### src/hw/adc_host_pkg.sv
package adc_host_pkg;

	// Clock rate of the host logic
	localparam int SYS_CLK_HZ = 200_000_000;

	// Power-up waits
	localparam int INIT_INTREF_MS = 20;
	localparam int INIT_EXTREF_US = 10;
	localparam int INIT_INTREF_CYC = INIT_INTREF_MS * (SYS_CLK_HZ / 1_000);
	localparam int INIT_EXTREF_CYC = INIT_EXTREF_US * (SYS_CLK_HZ / 1_000_000);

	// Serial clock limits
	localparam int SCLK_MAX_KHZ = 2_100;
	localparam int SCLK_QMAX_KHZ = 2_097;
	// Half period rounded up so the rate stays at or below the limit
	localparam int SCLK_HALF_CYC = (SYS_CLK_HZ / 1_000 + 2 * SCLK_MAX_KHZ - 1) / (2 * SCLK_MAX_KHZ);

	// Worst-case conversion time, used when not watching the end edge
	localparam int CONV_MAX_NS = 7_500;
	localparam int CONV_MAX_CYC = CONV_MAX_NS / 5;

	// Least chip-select-high time and acquisition time
	localparam int CS_HIGH_NS = 500;
	localparam int CS_HIGH_CYC = (CS_HIGH_NS + 4) / 5;
	localparam int ACQ_NS = 1_500;
	localparam int ACQ_CYC = (ACQ_NS + 4) / 5;

	// Readout framing
	localparam int RESULT_BITS = 12;
	localparam int MIN_FALL_EDGES = 13;
	localparam int BYTE_EDGES = 16;

	// Pins toward the converter
	typedef struct packed {
		logic chip_select_low;
		logic sclk;
	} pins_out_s;

	// Result handed to the user
	typedef struct packed {
		logic [11:0] data;
		logic framing_ok;
	} result_s;

endpackage : adc_host_pkg

### src/hw/adc_sclk_div.sv
`timescale 1ns/1ps
// Serial clock divider: one-cycle tick at every half period while running
module adc_sclk_div #(
	parameter int HALF_CYC = 48
) (
	input wire logic i_clk,
	input wire logic i_rst,
	input wire logic i_run,
	output logic o_tick
);
	logic [15:0] cnt_reg;
	wire logic last = (cnt_reg == 16'(HALF_CYC - 1));

	// Counter restarts whenever clocking is stopped
	always_ff @(posedge i_clk) begin
		if (i_rst || !i_run || last) begin
			cnt_reg <= 16'h0000;
		end else begin
			cnt_reg <= cnt_reg + 16'h0001;
		end
	end

	assign o_tick = i_run && last;
endmodule : adc_sclk_div

### src/hw/adc_host.sv
`timescale 1ns/1ps
module adc_host #(
	parameter int INIT_INT_CYC = adc_host_pkg::INIT_INTREF_CYC,
	parameter int INIT_EXT_CYC = adc_host_pkg::INIT_EXTREF_CYC
) (
	input wire logic I_CLK_SYS,
	input wire logic I_RST,
	input wire logic i_start,
	input wire logic i_abort,
	input wire logic i_int_ref,
	input wire logic i_wait_eoc,
	input wire logic i_two_bytes,
	input wire logic i_dout,
	output logic o_chip_select_low,
	output logic o_sclk,
	output logic o_ready,
	output logic o_busy,
	output logic o_valid,
	output logic [11:0] o_data,
	output logic o_frame_ok
);
	typedef enum {ST_INIT, ST_IDLE, ST_CONV, ST_SHIFT, ST_GAP} state_e;

	state_e state_reg, state_next;
	logic [23:0] cnt_reg, cnt_next;
	logic [4:0] fall_reg, fall_next;
	logic [15:0] shift_reg, shift_next;
	adc_host_pkg::pins_out_s pins_reg, pins_next;
	adc_host_pkg::result_s res_reg, res_next;
	logic valid_reg, valid_next;
	logic din_meta_reg, din_sync_reg, din_prev_reg;
	logic tick;

	// Bit count to clock: two full bytes or the 13 edges minimum
	wire logic [4:0] edges_needed = i_two_bytes ? 5'(adc_host_pkg::BYTE_EDGES)
		: 5'(adc_host_pkg::MIN_FALL_EDGES);
	wire logic [23:0] init_cyc = i_int_ref ? 24'(INIT_INT_CYC) : 24'(INIT_EXT_CYC);
	wire logic dout_rise = din_sync_reg && !din_prev_reg;
	wire logic run_clk = (state_reg == ST_SHIFT);

	// Data pin comes from the converter, so synchronise it
	always_ff @(posedge I_CLK_SYS) begin
		if (I_RST) begin
			din_meta_reg <= 1'b0;
			din_sync_reg <= 1'b0;
			din_prev_reg <= 1'b0;
		end else begin
			din_meta_reg <= i_dout;
			din_sync_reg <= din_meta_reg;
			din_prev_reg <= din_sync_reg;
		end
	end

	adc_sclk_div #(
		.HALF_CYC(adc_host_pkg::SCLK_HALF_CYC)
	) u_div (
		.i_clk(I_CLK_SYS),
		.i_rst(I_RST),
		.i_run(run_clk),
		.o_tick(tick)
	);

	// Sequencer: init wait, conversion, readout, chip-select-high gap
	always_comb begin
		state_next = state_reg;
		cnt_next = cnt_reg;
		fall_next = fall_reg;
		shift_next = shift_reg;
		pins_next = pins_reg;
		res_next = res_reg;
		valid_next = 1'b0;
		case (state_reg)
			ST_INIT: begin
				// Start requests ignored until the wait ends
				if (cnt_reg >= init_cyc - 24'h00_0001) begin
					state_next = ST_IDLE;
					cnt_next = 24'h00_0000;
				end else begin
					cnt_next = cnt_reg + 24'h00_0001;
				end
			end
			ST_IDLE: begin
				if (i_start) begin
					pins_next.sclk = 1'b0;
					pins_next.chip_select_low = 1'b1;
					cnt_next = 24'h00_0000;
					state_next = ST_CONV;
				end
			end
			ST_CONV: begin
				// Clock held low throughout; leave on abort, end edge or time-out
				cnt_next = cnt_reg + 24'h00_0001;
				if (i_abort) begin
					pins_next.chip_select_low = 1'b0;
					cnt_next = 24'(adc_host_pkg::ACQ_CYC);
					state_next = ST_GAP;
				end else if ((i_wait_eoc && dout_rise)
					|| cnt_reg >= 24'(adc_host_pkg::CONV_MAX_CYC)) begin
					fall_next = 5'h00;
					shift_next = 16'h0000;
					state_next = ST_SHIFT;
				end
			end
			ST_SHIFT: begin
				if (tick) begin
					pins_next.sclk = !pins_reg.sclk;
					if (!pins_reg.sclk) begin
						// Rising edge: capture the bit the device set up
						shift_next = {shift_reg[14:0], din_sync_reg};
					end else begin
						fall_next = fall_reg + 5'h01;
						if (fall_reg + 5'h01 == edges_needed) begin
							state_next = ST_GAP;
						end
					end
				end
			end
			ST_GAP: begin
				// Release chip select once the last falling edge is out
				if (pins_reg.chip_select_low) begin
					pins_next.chip_select_low = 1'b0;
					cnt_next = 24'(adc_host_pkg::CS_HIGH_CYC);
					if (fall_reg == edges_needed) begin
						// Capture holds leading one, result, then pad in two-byte mode
						if (i_two_bytes) begin
							res_next.framing_ok = shift_reg[15]
								&& (shift_reg[2:0] == 3'h0);
							res_next.data = shift_reg[14:3];
						end else begin
							res_next.framing_ok = shift_reg[12];
							res_next.data = shift_reg[11:0];
						end
						valid_next = 1'b1;
					end
				end else if (cnt_reg <= 24'h00_0001) begin
					cnt_next = 24'h00_0000;
					state_next = ST_IDLE;
				end else begin
					cnt_next = cnt_reg - 24'h00_0001;
				end
			end
			default: begin
				state_next = ST_INIT;
			end
		endcase
	end

	// State registers
	always_ff @(posedge I_CLK_SYS) begin
		if (I_RST) begin
			state_reg <= ST_INIT;
			cnt_reg <= 24'h00_0000;
			fall_reg <= 5'h00;
			shift_reg <= 16'h0000;
			pins_reg <= '0;
			res_reg <= '0;
			valid_reg <= 1'b0;
		end else begin
			state_reg <= state_next;
			cnt_reg <= cnt_next;
			fall_reg <= fall_next;
			shift_reg <= shift_next;
			pins_reg <= pins_next;
			res_reg <= res_next;
			valid_reg <= valid_next;
		end
	end

	// Chip select is active low at the pin
	assign o_chip_select_low = !pins_reg.chip_select_low;
	assign o_sclk = pins_reg.sclk;
	assign o_ready = (state_reg == ST_IDLE);
	assign o_busy = !o_ready;
	assign o_valid = valid_reg;
	assign o_data = res_reg.data;
	assign o_frame_ok = res_reg.framing_ok;
endmodule : adc_host

### config.mk
export PLATFORM = sky130hd
export DESIGN_NAME = adc_host
export DESIGN_NICKNAME = d
export VERILOG_FILES = /design/src/hw/adc_host_pkg.sv /design/src/hw/adc_sclk_div.sv /design/src/hw/adc_host.sv
export SDC_FILE = /design/constraint.sdc
export NUM_CORES = 1
export LEC_CHECK = 0
export BUFFER_PORTS_ARGS = -buffer_cell sky130_fd_sc_hd__buf_2
export CAP_MARGIN = 5
export CELL_PAD_IN_SITES_DETAIL_PLACEMENT = 1
export CELL_PAD_IN_SITES_GLOBAL_PLACEMENT = 1
export CORE_ASPECT_RATIO = 1.25
export CORE_UTILIZATION = 50
export CTS_CLUSTER_SIZE = 28
export DETAILED_ROUTE_END_ITERATION = 8
export PLACE_DENSITY = 0.93
export SLEW_MARGIN = 40
export SYNTH_ARGS = -nofsm -noshare
export SYNTH_HDL_FRONTEND = slang
export SYNTH_SLANG_ARGS = --single-unit
export TNS_END_PERCENT = 30
### constraint.sdc
create_clock -name I_CLK_SYS -period 7.7 [get_ports I_CLK_SYS]
set_clock_uncertainty 0.05 [all_clocks]
set_input_delay 0.77 -clock I_CLK_SYS [delete_from_list [all_inputs] [get_ports I_CLK_SYS]]
set_output_delay 0.77 -clock I_CLK_SYS [all_outputs]
set_load 0.02 [all_outputs]
==> run metrics <==
status=finished clean; fraction of layout cells with a size suffix above 1=11.1%; most frequent cells in the layout=83 x dfxtp_1, 76 x nor2_1, 48 x nand2_1, 29 x a21oi_1, 27 x o21ai_0; area leader, netlist=dfxtp_1; pwr dens=175 mW/mm^2; Seq/Total Area, Yosys=32.1%; Iteration-0 DRC Markers=283; Tmin final=3.29 ns; metal2 WL=8.33 mm; Pre-antenna DRT Iters=4; DPL Wire Length=10.8 mm; n_diodes=0; clk buf depth=2; DRC viols=0; Core Box Area=0.0101 sq mm; area share of the largest cell type after synthesis=32.1%; Die ar.=0.0108 sq mm; Layout Cells excl Fill=777; Endpoint, Worst Hold=din_sync_reg$_SDFF_PP0_; crit-path max FO=14; CP Class=flop to flop; DR vias/cell=6.51; fin. max-slew vios=0; # port buffers=25; Routed Antenna Nets=0; Syn Nets=673; clock-pin slew on the worst setup and hold paths=0.07 ns; Worst Path Arrival=3.44 ns; met3 wire length=525 um; Leakage=2.12 nW; Async SR Flop Fraction=0%; worst r2r src=cnt_reg[2]$_SDFFE_PP0P_; Tcrit/Tclk final=42.7%; hold crit path type=flop to flop; crit end category=flop; HP Start=din_meta_reg$_SDFF_PP0_; Critical Path RT=7.86 ns; top_reg_cell synth=dfxtp_1; DR vias=5062; dpl ws=3.90 ns; clk_lat worst skew=0.34 ns; Mean Syn Cell Area=7.97 sq um; io pins=26; Initial Util=51.5%; final core utilization=56.1%; Setup crit start kind=flop; Cells after Synth=649; Die Span X=93.0 um; worst hold path depth=1; Setup crit start=cnt_reg[2]$_SDFFE_PP0P_; PostCTS Resize Cnt=0; WL final=15.8 mm; number of flip-flops in the largest register=24; most common cell after layout, fill and taps aside=dfxtp_1; Synth cell types=71; Final GP Congestion=0.922; root buffer cell=clkbuf_16; CP cell instances=nor4_2 -> nand4_1 -> nor4_2 -> a21oi_1 -> o31ai_1 -> a21oi_1; Synth Register Bits=83; metal1 wirelength=6.63 mm; R2R Setup Slk=4.41 ns; Worst path max stage delay=0.83 ns; top cells by area, synth=dfxtp_1 32%, nor2_1 5.6%, ha_1 3.9%, nand2_1 3.5%, mux2i_1 3.3%; Avg WL per Cell=20.3 um; Inserted Clock Buffers=9; All-Layer GR Usage=31.5%; final hold violation count=0; CTS tree=yes; placed cell count=761; synthesized area=0.00517 sq mm; VDD IR max=0.137 mV; slowest stage cell, crit path=nor4_2; CP delay by family, top=simple AND/OR/NAND/NOR gates; Max Clk Rate=304 MHz; row count=41; Final TNS setup=0 ns; total grt overflow=0; Max-slew headroom=41.6%; number of enable flip-flop cells after synthesis=0; largest net degree at the start of global routing=49; max-cap check violation count=0; final setup margin=4.41 ns; CTS Hold Bufs=0; Worst Path Buf+Inv=0; area grow syn2layout=9.09%; first-pass GRT wire length=26.9 mm; fill count=1234; Sink Count=83; Die Y=116 um; initial antenna violation count=0; vias in the first global route=5454; H-tree depth=3; Post-CTS Setup Bufs=0; R2R cell count=6; Setup violations, final=0; nets=667; RSZ-0062 raised after global routing=no; worst r2r dst=cnt_reg[23]$_SDFFE_PP0P_; Top Layer Used=met4; Yosys Warn Count=0; Worst-Margin Slew=0.869 ns
[layout make-up]
cell class | count | area, sq um | area share, %
clock inverters | 7 | 81.3 | 1.44
flip-flops and latches | 83 | 1660 | 29.4
inverters | 15 | 56.3 | 0.997
multi-input cells | 506 | 3310 | 58.6
well taps | 129 | 161 | 2.86
clock buffers | 9 | 225 | 3.99
repair buffers | 28 | 150 | 2.66
[cells by family after synthesis]
| logic type | after synthesis | synth area share [%] |
|---|---|---|
| adder cells (fa/ha/maj) | 16 | 3.87 |
| multiplexers | 21 | 4.16 |
| buffers and inverters | 60 | 4.59 |
| flip-flops | 83 | 32.1 |
| XOR/XNOR | 22 | 3.72 |
| AO/OA/AOI/OAI | 175 | 23.9 |
| AND/OR/NAND/NOR | 272 | 27.7 |
[stage by stage]
step / area (sq um) / power [mW] / hold slack (ns)
after floorplan: 5170 / 0.516 / 0.364
after detailed placement: 5320 / 0.540 / 0.385
final: 5650 / 0.990 / 0.401
after CTS: 5630 / 0.989 / 0.404
after global placement: 5300 / 0.534 / 0.369
after global routing: 5650 / 1.02 / 0.429
[synth_stat cells, types with 6 or more instances]
cell type / number
o21a_1: 6
inv_1: 15
o211ai_1: 6
mux2i_1: 17
clkbuf_1: 39
nand4_1: 15
o22ai_1: 8
nor3_1: 21
a31oi_1: 9
ha_1: 16
o21ai_0: 28
nand3_1: 22
nor2_1: 77
and3_1: 11
and4_1: 6
dfxtp_1: 83
a21oi_1: 30
nor2b_1: 10
nand2_1: 48
a211oi_1: 19
a22o_1: 18
nor3b_1: 7
nor4_1: 11
or3_1: 9
xor2_1: 16
xnor2_1: 6
[worst register-to-register path, stage by stage, from the launching register on]
cell,delay [ns]
dfxtp_1,0.45
nor4_2,0.84
nand4_1,0.53
nor4_2,0.73
a21oi_1,0.15
o31ai_1,0.29
a21oi_1,0.12
[layer usage]
metal	global-route usage (%)	vias to the layer above
met3	4.86	30
met5	0	-
met1	36.0	2505
li1	-	2418
met2	57.5	109
met4	14.1	0
[worst max-delay path by stage]
stage,slack [ns],cells after the start,endpoint
6_report,4.41,6,cnt_reg[23]$_SDFFE_PP0P_
5_1_grt,4.24,6,cnt_reg[23]$_SDFFE_PP0P_
4_1_cts,4.26,8,cnt_reg[11]$_SDFFE_PP0P_
3_5_place_dp,3.90,8,cnt_reg[11]$_SDFFE_PP0P_
3_3_place_gp,3.94,8,cnt_reg[13]$_SDFFE_PP0P_
2_1_floorplan,4.50,8,cnt_reg[18]$_SDFFE_PP0P_
[report_power, final]
group	switching [mW]	internal [mW]
Sequential	0.00826	0.432
Combinational	0.0587	0.0341
Clock	0.199	0.257
Total	0.266	0.724
No activity file was read; power rests on OpenSTA's default activity.
